## config.mk

```make
export PLATFORM = sky130hd
export DESIGN_NAME = hspsel_top
export DESIGN_NICKNAME = d
export VERILOG_FILES = /design/src/design/hspsel_pkg.sv /design/src/design/hspsel_sync.sv /design/src/design/hspsel_top.sv
export VERILOG_INCLUDE_DIRS = /design/src /design/src/design
export SDC_FILE = /design/constraint.sdc
export NUM_CORES = 1
export LEC_CHECK = 0
export BUFFER_PORTS_ARGS = -buffer_cell sky130_fd_sc_hd__buf_4
export CAP_MARGIN = 20
export CORE_MARGIN = 8
export CORE_UTILIZATION = 41
export CTS_CLUSTER_SIZE = 40
export DETAILED_ROUTE_END_ITERATION = 8
export GPL_ROUTABILITY_DRIVEN = 0
export PLACE_DENSITY_LB_ADDON = 0.05
export SLEW_MARGIN = 0
export SYNTH_ARGS = -nofsm -noshare
export SYNTH_HDL_FRONTEND = slang
export SYNTH_SLANG_ARGS = --single-unit
```

## constraint.sdc

```tcl
create_clock -name clk -period 1 [get_ports clk]
set_input_delay 0.1 -clock clk [delete_from_list [all_inputs] [get_ports clk]]
set_output_delay 0.1 -clock clk [all_outputs]
set_load 0.05 [all_outputs]
```

## src/design/hspsel_defs.svh

```systemverilog
// hspsel_defs.svh: constants for the hub strap and serial pin select block
// assumes inclusion by bare name; definitions only
`ifndef HSPSEL_DEFS_SVH
`define HSPSEL_DEFS_SVH
`define HSPSEL_MODE_I2C_LEVEL 1'b1
`define HSPSEL_PWR_ON_LEVEL 1'b0
`define HSPSEL_OC_ACTIVE_LEVEL 1'b0
`define HSPSEL_OC_PORTS 4
`define HSPSEL_RST_STRAP 1'b0
`define HSPSEL_RST_SEL 1'b1
`endif

```

## src/design/hspsel_pkg.sv

```systemverilog
// hspsel_pkg.sv: types for the hub strap and serial pin select block
// assumes nothing of its surroundings
package hspsel_pkg;
   typedef enum logic [2:0] {
      HSPSEL_ST_RESET = 3'h1,
      HSPSEL_ST_SAMPLE = 3'h2,
      HSPSEL_ST_RUN = 3'h4
   } hspsel_state_t;
endpackage : hspsel_pkg

```

## src/design/hspsel_sync.sv

```systemverilog
// hspsel_sync.sv: two-flop synchroniser for a bus of pin levels
// assumes the levels come from outside the clk domain
module hspsel_sync #(
   parameter int WIDTH = 1,
   parameter logic [WIDTH-1:0] INIT = '0
) (
   input wire logic clk,
   input wire logic rst,
   input wire logic [WIDTH-1:0] din,
   output logic [WIDTH-1:0] dout
);
   logic [WIDTH-1:0] meta;

   // first stage read only by second stage
   always_ff @(posedge clk) begin
      if (rst) begin
         meta <= INIT;
         dout <= INIT;
      end else begin
         meta <= din;
         dout <= meta;
      end
   end
endmodule : hspsel_sync

```

## src/design/hspsel_top.sv

```systemverilog
// hspsel_top.sv: strap sampling and shared serial pin routing for a hub
// assumes one clock domain; pins arrive asynchronous; serial engines outside
`include "hspsel_defs.svh"
module hspsel_top #(
   parameter int OC_PORTS = `HSPSEL_OC_PORTS
) (
   input wire logic clk,
   input wire logic rst,
   // serial mode select pin, two-way
   input wire logic serial_mode_select_in,
   output logic serial_mode_select_out,
   output logic serial_mode_select_oe,
   // power management strap pin, two-way
   input wire logic power_mgmt_strap_n_in,
   output logic power_mgmt_strap_n_out,
   output logic power_mgmt_strap_n_oe,
   // over-current inputs, port 4 on the top bit
   input wire logic [OC_PORTS-1:0] port_overcurrent_n,
   // shared clock pin
   input wire logic scl_in,
   output logic scl_out,
   output logic scl_oe,
   // shared data pin
   input wire logic sda_in,
   output logic sda_out,
   output logic sda_oe,
   // I2C controller engine side
   input wire logic ctl_scl_drive_low,
   input wire logic ctl_sda_drive_low,
   output logic ctl_scl_in,
   output logic ctl_sda_in,
   // SMBus target engine side
   input wire logic tgt_scl_hold_low,
   input wire logic tgt_sda_drive_low,
   output logic tgt_scl_in,
   output logic tgt_sda_in,
   // configuration and status
   input wire logic status_output_enable,
   input wire logic ss_suspended,
   input wire logic ss_connected,
   output logic straps_valid,
   output logic i2c_controller_mode,
   output logic smbus_target_mode,
   output logic power_switch_enable,
   output logic target_addr_bit1,
   output logic [OC_PORTS-1:0] overcurrent_event,
   output logic overcurrent_any
);
   hspsel_pkg::hspsel_state_t state;
   hspsel_pkg::hspsel_state_t next_state;
   logic [OC_PORTS+3:0] sync_out;
   logic mode_pin_s;
   logic pwr_pin_s;
   logic scl_s;
   logic sda_s;
   logic [OC_PORTS-1:0] oc_n_s;
   logic mode_strap;
   logic pwr_strap_n;
   logic [OC_PORTS-1:0] oc_evt;
   logic sample_now;
   logic running;
   logic sync_filled;
   logic status_drive;

   // level to event, active low on every over-current pin
   function automatic logic hspsel_oc_active(input logic level_n);
      hspsel_oc_active = (level_n == `HSPSEL_OC_ACTIVE_LEVEL);
   endfunction : hspsel_oc_active

   // unselected engine sees an idle-high line, so it never decodes a start
   function automatic logic hspsel_route(input logic sel, input logic level);
      hspsel_route = sel ? level : 1'b1;
   endfunction : hspsel_route

   ////////////////////////////////////////////////////////////////////////
   // every pin level crosses two flops before use
   hspsel_sync #(
      .WIDTH(OC_PORTS + 4),
      .INIT({{OC_PORTS{1'b1}}, 4'hF})
   ) u_sync (
      .clk(clk),
      .rst(rst),
      .din({port_overcurrent_n, sda_in, scl_in, power_mgmt_strap_n_in,
            serial_mode_select_in}),
      .dout(sync_out)
   );
   assign mode_pin_s = sync_out[0];
   assign pwr_pin_s = sync_out[1];
   assign scl_s = sync_out[2];
   assign sda_s = sync_out[3];
   assign oc_n_s = sync_out[OC_PORTS+3:4];

   ////////////////////////////////////////////////////////////////////////
   // the synchroniser is preset to ones by reset and needs two edges to carry the
   // pin level, so the sequencer waits one edge before the sample state
   always_ff @(posedge clk) begin
      if (rst) begin
         sync_filled <= 1'b0;
      end else begin
         sync_filled <= 1'b1;
      end
   end

   // sequencer: reset, wait for the synchroniser, sample once, then run
   always_comb begin
      next_state = state;
      case (state)
         hspsel_pkg::HSPSEL_ST_RESET: begin
            if (sync_filled) begin
               next_state = hspsel_pkg::HSPSEL_ST_SAMPLE;
            end
         end
         hspsel_pkg::HSPSEL_ST_SAMPLE: next_state = hspsel_pkg::HSPSEL_ST_RUN;
         hspsel_pkg::HSPSEL_ST_RUN: next_state = hspsel_pkg::HSPSEL_ST_RUN;
         default: next_state = hspsel_pkg::HSPSEL_ST_RESET;
      endcase
   end

   always_ff @(posedge clk) begin
      if (rst) begin
         state <= hspsel_pkg::HSPSEL_ST_RESET;
      end else begin
         state <= next_state;
      end
   end

   assign sample_now = (state == hspsel_pkg::HSPSEL_ST_SAMPLE);
   assign running = (state == hspsel_pkg::HSPSEL_ST_RUN);

   ////////////////////////////////////////////////////////////////////////
   // strap latches, loaded once per reset
   always_ff @(posedge clk) begin
      if (rst) begin
         mode_strap <= `HSPSEL_RST_SEL;
         pwr_strap_n <= `HSPSEL_RST_SEL;
      end else if (sample_now) begin
         mode_strap <= mode_pin_s;
         pwr_strap_n <= pwr_pin_s;
      end
   end

   always_ff @(posedge clk) begin
      if (rst) begin
         straps_valid <= 1'b0;
      end else begin
         straps_valid <= sample_now | straps_valid;
      end
   end

   assign i2c_controller_mode = straps_valid & (mode_strap == `HSPSEL_MODE_I2C_LEVEL);
   assign smbus_target_mode = straps_valid & (mode_strap != `HSPSEL_MODE_I2C_LEVEL);
   // address bit follows the strap level; meaningful only in target mode
   assign target_addr_bit1 = pwr_strap_n;

   ////////////////////////////////////////////////////////////////////////
   // power switch enable and over-current gating
   assign power_switch_enable = straps_valid & (pwr_strap_n == `HSPSEL_PWR_ON_LEVEL);

   // unused inputs float high through pull-ups; a wired input counts only while power_switch_enable is high
   always_comb begin
      for (int i = 0; i < OC_PORTS; i++) begin
         oc_evt[i] = power_switch_enable & hspsel_oc_active(oc_n_s[i]);
      end
   end

   // registered, so events drop one edge after the synchronised pin returns high
   always_ff @(posedge clk) begin
      if (rst) begin
         overcurrent_event <= '0;
         overcurrent_any <= 1'b0;
      end else begin
         overcurrent_event <= oc_evt;
         overcurrent_any <= |oc_evt;
      end
   end

   ////////////////////////////////////////////////////////////////////////
   // strap pins turn into status outputs only after sampling; holding the
   // drivers off until then keeps the strap levels free of our own drive
   assign status_drive = running & status_output_enable;

   // suspend state on the mode select pin
   always_ff @(posedge clk) begin
      if (rst) begin
         serial_mode_select_out <= 1'b0;
         serial_mode_select_oe <= 1'b0;
      end else begin
         serial_mode_select_oe <= status_drive;
         serial_mode_select_out <= ss_suspended;
      end
   end

   // connection state on the power strap pin, under the same enable
   always_ff @(posedge clk) begin
      if (rst) begin
         power_mgmt_strap_n_out <= 1'b0;
         power_mgmt_strap_n_oe <= 1'b0;
      end else begin
         power_mgmt_strap_n_oe <= status_drive;
         power_mgmt_strap_n_out <= ss_connected;
      end
   end

   ////////////////////////////////////////////////////////////////////////
   // shared pin routing, open drain: out is always low, oe pulls
   assign scl_out = 1'b0;
   assign sda_out = 1'b0;
   assign scl_oe = i2c_controller_mode ? ctl_scl_drive_low
                 : (smbus_target_mode & tgt_scl_hold_low);
   assign sda_oe = i2c_controller_mode ? ctl_sda_drive_low
                 : (smbus_target_mode & tgt_sda_drive_low);
   // each engine sees idle-high pins when not selected
   assign ctl_scl_in = hspsel_route(i2c_controller_mode, scl_s);
   assign ctl_sda_in = hspsel_route(i2c_controller_mode, sda_s);
   assign tgt_scl_in = hspsel_route(smbus_target_mode, scl_s);
   assign tgt_sda_in = hspsel_route(smbus_target_mode, sda_s);
endmodule : hspsel_top

```

---- After elaboration in Yosys (flattened, before gate mapping) ----
Cells that the tools add are included.
W data, S select, Z words.
cells by class
  reduce and logical (&&, ||, !) cells .... 2
  mux-type cells .......................... 9
  bitwise logic cells ..................... 17
  equality and inequality tests ........... 4
operators by type and width
  operator              number
  $and A1 B1 Y1         10
  $mux W1               7
  $not A1 Y1            6
  $pmux W3 S2           1
  $reduce_or A4 Y1      1
  $eq A3 B1 Y1 const B  1
  $eq A3 B2 Y1 const B  1
  $eq A3 B3 Y1 const B  1
  $mux W3               1
  $ne A2 B2 Y1 const B  1
  $reduce_or A2 Y1      1
  $or A1 B1 Y1          1
storage, ports and cells
  bits in registers ....................... 31
  input bits .............................. 17
  output and inout port bits .............. 22

---- Depth between registers and ports, before layout ----
Gate-level depths: netlist (run 1).
  depth in word-level cells ............... 4
  mapped depth ............................ 3

---- By module ----
Synthesis (run 1) repeated with hierarchy kept, for this count alone.
second synthesis, totals
  cell total of the unflattened synthesis .. 89
  area total of the unflattened synthesis .. 1019.7 um^2
by module, submodules not included
  module       cells an instance  area an instance (um^2)  instances
  hspsel_top   56                 588.1                    1
  hspsel_sync  33                 431.7                    1

---- Worst setup path before layout (run 1) ----
No wires, ideal clock.
  path kind ............................... register -> output
  start point ............................. register straps_valid
  end point ............................... output port tgt_scl_in
  arrival ................................. 2078 ps
  cell stages (with the launch flop) ...... 3
  slack ................................... -1178 ps
  path through ............................ dfxtp_1 > nor2b_1 > nand2b_1
between the ends
  word-level cells in the longest chain between the ends .. 2
ends and longest elaborated chain
  what                         RTL line           source
  start: declaration           hspsel_top.sv:41   output logic straps_valid,
  start signal: assignment     hspsel_top.sv:146  straps_valid <= sample_now | straps_valid;
  $and A1 B1 Y1                hspsel_top.sv:151  assign smbus_target_mode = straps_valid & (mode_strap != `HSPSEL_MODE_I2C_LEVEL);
  named net smbus_target_mode  hspsel_top.sv:43   output logic smbus_target_mode,
  $mux W1                      hspsel_top.sv:72   hspsel_route = sel ? level : 1'b1;
  end: declaration             hspsel_top.sv:35   output logic tgt_scl_in,
The timed path passes the listed nets, and every way through them passes these cells.

---- Worst setup path in the final report (run 1) ----
  start point ............................. register straps_valid
  end point ............................... output port ctl_sda_in
between the ends
  word-level cells in the longest chain between the ends .. 2
ends and longest elaborated chain
  what              RTL line           source
  $and A1 B1 Y1     hspsel_top.sv:150  assign i2c_controller_mode = straps_valid & (mode_strap == `HSPSEL_MODE_I2C_LEVEL);
  $mux W1           hspsel_top.sv:72
  end: declaration  hspsel_top.sv:31   output logic ctl_sda_in,
Every way passes these cells.

==> results.yml, run 1 <==
status:
  outcome: "complete, but fails checks"
  violations: "setup timing"
die:
  io_pins: 39
  placementRows: 18
  fp.dieW_um: 65.3
  core_um2: 2390
  die_y_um: 65.3
  start_util_pct: 41.8
  die-area_um2: 4270
synthesis:
  netlist.area_leader.share_pct: 62.2
  netlist_top_cells_area: "dfxtp_1, or2_2, or2_1, mux2i_1, nor2b_1"
  synth.avg_cell_area_um2: 11.2
  ys_ff_latch: 31
  yosysWarnings: 0
  synth_area_um2: 997
  synth_edf_count: 0
  synthArstFlopShare_pct: 0
  synth_cells: 89
  synth_top_area_cell: "dfxtp_1"
  synth_cell_types: 22
  synthFlopType: "dfxtp_1"
  ys_seq_area_share_pct: 62.2
critical_path:
  required_ns: 0.90
  r2r-start: "straps_valid"
  crit_type: "flop to output port"
  startpoint: "straps_valid"
  arrival_ns: 1.15
  slowest_delay_ns: 0.37
  end_kind: "output port"
  path_cells: "and2_2 > nand2b_2 > buf_8"
  worstPathMaxFanout: 6
  critPathLaunchType: "flop"
  critPathSlowestCell: "dfxtp_4"
worst_hold_path:
  worstHoldPathType: "input port to flop"
  hp-start: "rst"
sta:
  fmaxAchievable_ghz: 0.799
  finClkSkew_ns: 0.00555
  min_period_over_period_pct: 125
  setup_viol: 16
  drv_slew: 0
  rsz0062_at_grt: "yes"
  setup_slack_ns: -0.252
  fin_tns_setup_ns: -2.34
  min_period_ns: 1.25
  hold_violations: 0
clock_tree:
  clock_sinks: 31
  cts_buffers: 5
  clock_latency_ns: 0.31
  path_clk_slew_ns: 0.09
  cts_buffer_depth: 2
  cts_htree_levels: 2
  cts_tree: "yes"
  cts_root_buffer: "clkbuf_4"
detailed_routing:
  vias: 760
  post_drt_wl_per_cell_um: 11.8
  drtPass1Iterations: 3
  viasPerCell: 4.25
  route.antenna.remaining_nets: 0
  routed_wl_um: 2110
  drcViolationCount: 0
  drtIter0Drc: 7
layout:
  area_growth_pct: 69.4
  fin_cells: 179
  final_cell_area_um2: 1690
  antenna_cells: 0
  fin_nets: 165
  n_fill_cell: 187
  layout-drive-gt1-share_pct: 55.0
power:
  power_mw: 2.33
  power.leakage_nw: 0.722
  powerDensity_nw_per_um2: 1380
  vdd_drop_max_uv: 1060
global_routing:
  antenna_found_initial: 0
  grt-ovfl-total: 0
  grt.total_usage_pct: 11.0
  grt_pass1_wl_um: 3440
  grt_pass1_vias: 781
  grt_max_degree: 13
placed_design:
  dp.final_hpwl_um: 1400
  postPlaceCellArea_um2: 1340
  pre_cts_ws_ns: -0.0551
  dp_cells: 154
  io_buffers: 36
job:
  max_cap_viol_count: 0
-- timing repair --
action                                  4_1_cts  5_1_grt
endpoints found under the setup margin       14       23
resized for setup                            26        8
hold buffers                                 11        1
setup buffers                                 4        1
pin swaps                                     0        1
endpoints found under the hold margin        11        1
-- cells in the final DEF, fill, tap and decap left out, drive strengths merged --
cell type / synthesis / layout
nor3b: 1 / 1
inv: 1 / 1
nor2: 9 / 9
or2: 17 / 17
or3b: 1 / 1
and2: 2 / 2
nor4b: 1 / 1
nor3: 1 / 1
buf: 4 / 44
clkbuf: 1 / 8
a41oi: 1 / 1
nor2b: 6 / 6
xnor2: 1 / 1
dlygate4sd3: 0 / 12
mux2i: 4 / 4
nand2b: 4 / 4
conb: 1 / 2
a2bb2oi: 1 / 1
dfxtp: 31 / 31
nand2: 1 / 1
o21a: 1 / 1
-- path summary, 6_finish.rpt --
kind	end	slack, ns	cells after the start
hold / removal	target_addr_bit1	0.11	3
hold reg to reg	u_sync.dout[0]	0.41	1
setup reg to reg	overcurrent_any	-0.12	3
setup / recovery	ctl_sda_in	-0.25	3
-- power by group --
part	total (mW)	switching [mW]	internal, mW
sequential	1.30	0.0233	1.27
combinational	0.243	0.101	0.142
clock	0.787	0.373	0.413
total	2.33	0.498	1.83
-- sequential cells by signal, summed over array words and instances (netlist names) --
signal                  flops
u_sync.dout                 8
state                       3
power_mgmt_strap_n_oe       1
serial_mode_select_out      1
mode_strap                  1
power_mgmt_strap_n_out      1
target_addr_bit1            1
overcurrent_any             1
u_sync.meta                 8
overcurrent_event           4
sync_filled                 1
straps_valid                1
-- routing by layer --
| metal | wire, µm | vias to the layer above | GRT usage [%] | part of all wire, % |
|---|---|---|---|---|
| met3 | 275 | 2 | 9.18 | 13 |
| met5 | 0 | - | 0 | 0 |
| met2 | 1060 | 34 | 18.2 | 50 |
| li1 | - | 396 | - | - |
| met1 | 760 | 328 | 9.05 | 36 |
| met4 | 15 | 0 | 5.72 | 0.71 |
-- logic make-up (layout without fill, tap and decap cells) --
family	after synthesis	count (layout)	share of synthesized area, %
mux	4	4	4.02
compound gates	3	3	3.26
other cells	1	2	0.376
buf+inv	6	65	3.51
xor+xnor	1	1	0.878
flops	31	31	62.2
simple gates	43	43	25.7
-- Yosys cell counts, types with 2 or more instances --
| library cell | number |
|---|---|
| and2_1 | 2 |
| mux2i_1 | 4 |
| or2_1 | 7 |
| buf_4 | 3 |
| or2_2 | 10 |
| dfxtp_1 | 31 |
| nand2b_1 | 4 |
| nor2b_1 | 6 |
| nor2_1 | 9 |
-- cell type report --
type / instances / area [µm²] / share of cell area, %
Timing Repair Buffer: 56 / 541 / 32.0
Multi-Input combinational cell: 53 / 407 / 24.1
Clock buffer: 8 / 68.8 / 4.07
Inverter: 1 / 3.75 / 0.222
Sequential cell: 31 / 632 / 37.4
Tap cell: 30 / 37.5 / 2.22
-- critical path: cells and delay by family (launching register included) --
family | cells | cell delay, ns
buffers and inverters | 1 | 0.14
AND/OR/NAND/NOR | 2 | 0.32
flip-flops | 1 | 0.37
-- per-stage QoR --
step                      hold slack [ns]  util (%)
after floorplan                     0.172         -
after global placement              0.279      56.2
after detailed placement            0.281      56.2
after CTS                         0.00431      69.0
after global routing               0.0725      70.8
final                               0.108      70.8
No activity file was read; power rests on OpenSTA's default activity.
==> run 2: changes to the inputs <==
GPL_TIMING_DRIVEN = 0   (was unset)
==> run 2 against run 1 <==
Effect of this change:
- the run still ends with setup timing left
- clock power rose by 1%
- critical path depth did not move
- register-to-register slack barely moved
- die area did not move
- largest power group unchanged
==> results.yml, run 2 (synthesized netlist as in run 1, its figures left out) <==
die:
  die-area_um2: 4270
  placementRows: 18
  core_um2: 2390
  start_util_pct: 41.8
  die_y_um: 65.3
  io_pins: 39
  fp.dieW_um: 65.3
power:
  power_mw: 2.33
  swShare_pct: 21.8
  internal_power_mw: 1.82
  power.leakage_nw: 0.692
  p_sw_mw: 0.509
  powerDensity_nw_per_um2: 1420
  vdd_drop_max_uv: 1010
  p_clk_share_pct: 34.2
  p_seq_share_pct: 55.5
  p_comb_share_pct: 10.3
detailed_routing:
  post_drt_wl_per_cell_um: 11.7
  dr_wl_met2_um: 934
  wl_met1_um: 841
  met3WireLength_um: 233
  drtPass1Iterations: 4
  vias: 773
  route.antenna.remaining_nets: 0
  routed_wl_um: 2050
  viasPerCell: 4.39
  drcViolationCount: 0
  top_layer_used: "met4"
  drtIter0Drc: 5
sta:
  setup_slack_ns: -0.291
  setup_viol: 15
  min_period_ns: 1.29
  finClkSkew_ns: 0.00267
  whs_ns: 0.00939
  rsz0062_at_grt: "yes"
  hold_violations: 0
  min_period_over_period_pct: 129
  drv_slew: 0
  fmaxAchievable_ghz: 0.775
  fin_tns_setup_ns: -2.35
clock_tree:
  cts_buffers: 5
  clock_sinks: 31
  path_clk_slew_ns: 0.09
  cts_root_buffer: "clkbuf_4"
  cts_buffer_depth: 2
  cts_htree_levels: 2
  clock_latency_ns: 0.32
  cts_tree: "yes"
layout:
  multi_input_area_um2: 410
  reg.largest.list: "u_sync.dout x8, u_sync.meta x8, overcurrent_event x4"
  n_fill_cell: 179
  layout_common_cells: "dfxtp_1, buf_4, buf_6, dlygate4sd3_1, or2_2"
  antenna_cells: 0
  fin_util_pct: 68.8
  fin_nets: 162
  area_growth_pct: 64.6
  layout_commonest_cell: "dfxtp_1"
  layout-drive-gt1-share_pct: 54.8
  regArea_um2: 634
  final_cell_area_um2: 1640
critical_path:
  crit_type: "flop to output port"
  reg2reg_to: "overcurrent_any"
  end_kind: "output port"
  critPathLaunchType: "flop"
  r2r-start: "straps_valid"
  r2r_setup_slack_ns: -0.12
  worstPathMaxFanout: 5
  arrival_ns: 1.19
  required_ns: 0.90
  rr_worst_depth: 3
global_routing:
  grt_max_degree: 11
  grt_pass1_vias: 790
  grt_pass1_wl_um: 3310
  grt-ovfl-total: 0
  grt.total_usage_pct: 10.3
  antenna_found_initial: 0
placed_design:
  postPlaceCellArea_um2: 1350
  dp.final_hpwl_um: 1400
  io_buffers: 36
status:
  violations: "setup timing"
  outcome: "complete, but fails checks"
worst_hold_path:
  hp-start: "rst"
  min_to: "serial_mode_select_out"
  holdPathStages: 2
  worstHoldPathType: "input port to flop"
job:
  max_cap_viol_count: 0
==> run 2: cell types whose count changed in the layout (fill, tap and decap cells not counted) <==
cell,delta
clkbuf_1,+1
buf_6,+2
buf_4,-2
dfxtp_2,-1
buf_2,+1
mux2i_1,-1
buf_8,-4
mux2i_2,+1
dlygate4sd3_1,-1
dfxtp_4,+1
==> run 2: per-layer routing <==
layer / global-route usage (%) / up-vias
li1: - / 388
met1: 9.65 / 343
met2: 16.4 / 37
met3: 7.48 / 5
met4: 5.18 / 0
met5: 0 / -
==> run 2: worst max-delay path, stage by stage, from the launching register on <==
cell and delay [ns]:
dfxtp_4 0.41, mux2i_2 0.25, nor2b_2 0.07, buf_6 0.15
==> run 2: worst max-delay path by stage <==
stage | from | endpoint | slack [ns] | cells past startpoint
floorplan | straps_valid | tgt_scl_in | -0.17 | 2
finish | mode_strap | sda_oe | -0.29 | 3
global placement | mode_strap | scl_oe | -0.04 | 3
detailed placement | mode_strap | ctl_sda_in | -0.07 | 3
global route | mode_strap | sda_oe | -0.35 | 3
CTS | mode_strap | scl_oe | -0.27 | 3
==> run 2: final cells by class <==
type	count	area share [%]
flip-flops and latches	31	38.6
inverters	1	0.229
plain buffers	4	1.45
repair buffers	49	28.2
multi-input cells	53	25.0
well taps	30	2.29
clock buffers	8	4.19
==> run 2: power groups by stage <==
stage | combinational [mW] | clock, mW | sequential, mW
final | 0.240 | 0.797 | 1.30
after global routing | 0.259 | 0.893 | 1.30
after CTS | 0.233 | 0.813 | 1.29
after detailed placement | 0.191 | 0 | 1.33
after global placement | 0.186 | 0 | 1.32
after floorplan | 0.0967 | 0 | 1.34
==> run 2: what timing repair did <==
item | in CTS | in global routing
endpoints found under the setup margin | 15 | 21
endpoints found under the hold margin | 10 | 1
buffers inserted | 2 | 1
gates resized for setup | 22 | 9
hold buffers | 10 | 1
==> run 2: metrics by stage <==
stage	setup WS (ns)	std cells
4_1_cts	-0.267	175
3_3_place_gp	-0.0421	156
5_1_grt	-0.347	176
2_1_floorplan	-0.169	90
6_report	-0.291	176
3_5_place_dp	-0.0708	156
==> run 3: changes to the inputs <==
ABC_AREA = 1   (was unset)
==> run 3 against run 2 <==
Effect of this change:
- the run still ends with setup timing left
- maximum frequency is 3.2% lower
- first-iteration DRC count grew to 3.2 times the previous value
- sequential cell count did not move
- cell area increased by 7.1%
- synthesized area increased by 0.25%
- largest cell class unchanged
- wire length up 8.9%
- highest routed layer unchanged
- core utilization increased by 4.9 points
==> results.yml, run 3 <==
clock_tree:
  cts_buffers: 5
  clock_sinks: 31
  path_clk_slew_ns: 0.09
  cts_root_buffer: "clkbuf_4"
  cts_htree_levels: 2
  cts_buffer_depth: 2
  cts_tree: "yes"
  clock_latency_ns: 0.32
critical_path:
  crit_type: "flop to output port"
  worstPathMaxFanout: 3
  required_ns: 0.90
  end_kind: "output port"
  arrival_ns: 1.23
  critPathLaunchType: "flop"
power:
  p_comb_share_pct: 11.3
  p_seq_share_pct: 54.6
  power_mw: 2.38
  swShare_pct: 23.3
  internal_power_mw: 1.82
  p_clk_share_pct: 34.1
  p_sw_mw: 0.555
  power.leakage_nw: 0.857
  powerDensity_nw_per_um2: 1350
  vdd_drop_max_uv: 1440
job:
  max_cap_viol_count: 0
detailed_routing:
  drcViolationCount: 0
  routed_wl_um: 2230
  vias: 858
  drtIter0Drc: 16
  post_drt_wl_per_cell_um: 11.3
  viasPerCell: 4.33
  route.antenna.remaining_nets: 0
  drtPass1Iterations: 4
placed_design:
  postPlaceCellArea_um2: 1370
  io_buffers: 36
  dp.final_hpwl_um: 1410
global_routing:
  grt_pass1_vias: 901
  antenna_found_initial: 0
  grt_pass1_wl_um: 3740
  grt_max_degree: 11
  grt.total_usage_pct: 11.3
  grt-ovfl-total: 0
layout:
  layout_commonest_cell: "buf_4"
  layout-drive-gt1-share_pct: 50.6
  final_cell_area_um2: 1760
  layout_common_cells: "buf_4, dfxtp_1, inv_1, or2_1, dlygate4sd3_1"
  fin_nets: 184
  area_growth_pct: 75.8
  reg.largest.list: "u_sync.dout x8, u_sync.meta x8, overcurrent_event x4"
  antenna_cells: 0
sta:
  setup_slack_ns: -0.333
  rsz0062_at_grt: "yes"
  setup_viol: 10
  finClkSkew_ns: 0.00355
  fin_tns_setup_ns: -2.69
  fmaxAchievable_ghz: 0.750
  min_period_ns: 1.33
  min_period_over_period_pct: 133
  hold_violations: 0
  whs_ns: 0.0230
  drv_slew: 0
synthesis:
  synthSimpleGateAreaFrac_pct: 25.0
  ys_ff_latch: 31
  synth_cell_types: 17
  netlist.area_leader.share_pct: 62.1
  ys_seq_area_share_pct: 62.1
  synth_top_family_by_area: "simple AND/OR/NAND/NOR gates"
  synth_fa_ha_area_share_pct: 0
  synth.avg_cell_area_um2: 9.34
  synth-compound-area-share_pct: 3.38
  synth_edf_count: 0
  synth_cells: 107
  synth_top_area_cell: "dfxtp_1"
  yosysWarnings: 0
  netlist_top_cells_area: "dfxtp_1, or2_1, nand2_1, inv_1, or2_2"
  synth_area_um2: 1000
  muxShareOfSynthArea_pct: 0
  synthArstFlopShare_pct: 0
  synth_xor_area_share_pct: 0
  synthFlopType: "dfxtp_1"
  synth.most_common_cell: "dfxtp_1"
  yosys-top-cells-count: "dfxtp_1, nand2_1, inv_1, or2_1"
die:
  fp.dieW_um: 65.4
  io_pins: 39
  placementRows: 18
  die-area_um2: 4270
  core_um2: 2390
  die_y_um: 65.4
  start_util_pct: 41.9
status:
  violations: "setup timing"
  outcome: "complete, but fails checks"
worst_hold_path:
  worstHoldPathType: "input port to flop"
==> run 3: changes by cell type after synthesis, sizes merged, moves of 2 or more <==
cell | previous run | this run
nand3 | 0 | 5
nor2b | 6 | 0
o21ai | 0 | 2
nor4 | 0 | 4
and2 | 2 | 0
mux2i | 4 | 0
a21oi | 0 | 4
inv | 1 | 15
nor2 | 9 | 6
nand2b | 4 | 0
nand2 | 1 | 18
==> run 3: power groups by stage <==
stage                     clock network [mW]  logic (mW)  registers, mW
after floorplan                            0       0.103           1.35
after global placement                     0       0.201           1.32
after detailed placement                   0       0.206           1.33
after CTS                              0.831       0.254           1.30
after global routing                   0.910       0.292           1.31
final                                  0.811       0.269           1.30
==> run 3: cell families after synthesis <==
family,count (synthesis)
compound gates,6
simple gates,49
other cells,1
buf+inv,20
flops,31
==> run 3: layout make-up <==
cell class                      instances  area [µm²]
Multi-Input combinational cell         57         393
Buffer                                  4        27.5
Clock inverter                          1        6.26
Timing Repair Buffer                   53         533
Tap cell                               30        37.5
Fill cell                             170         629
Sequential cell                        31         631
Inverter                               15        65.1
Clock buffer                            7        65.1
==> run 3: worst max-delay path, cell delays in order (launching register included) <==
cell and delay (ns):
dfxtp_4 0.40, inv_6 0.04, nor2_4 0.14, buf_12 0.14, nand2_4 0.05, buf_8 0.15
==> run 3: timing repair <==
action	in CTS	in global routing
pin swaps	5	6
hold endpoints to repair	11	0
buffers inserted	3	4
gates resized for setup	29	12
cloned	0	0
endpoints found under the setup margin	12	19
hold buffers	11	0
==> run 3: stage by stage <==
stage                     cells  util (%)  setup WS [ns]
after floorplan             108         -         -0.261
after global placement      174      57.2        -0.0476
after detailed placement    174      57.2        -0.0706
after CTS                   195      70.3         -0.330
after global routing        198      73.6         -0.404
final                       198      73.6         -0.333
==> run 3: worst paths after layout <==
kind | start | end | slack (ns) | depth (start not counted)
setup / recovery | straps_valid | tgt_sda_in | -0.33 | 5
hold / removal | rst | u_sync.dout[6] | 0.02 | 2
setup reg to reg | straps_valid | overcurrent_event[3] | 0.02 | 4
hold reg to reg | u_sync.meta[1] | u_sync.dout[1] | 0.41 | 1
==> run 3: metal layers <==
| layer | GRT usage (%) | vias to the layer above | wire (µm) |
|---|---|---|---|
| met4 | 4.09 | 0 | 22 |
| met5 | 0 | - | 0 |
| met1 | 9.65 | 391 | 763 |
| li1 | - | 442 | - |
| met3 | 6.46 | 3 | 177 |
| met2 | 21.0 | 22 | 1270 |
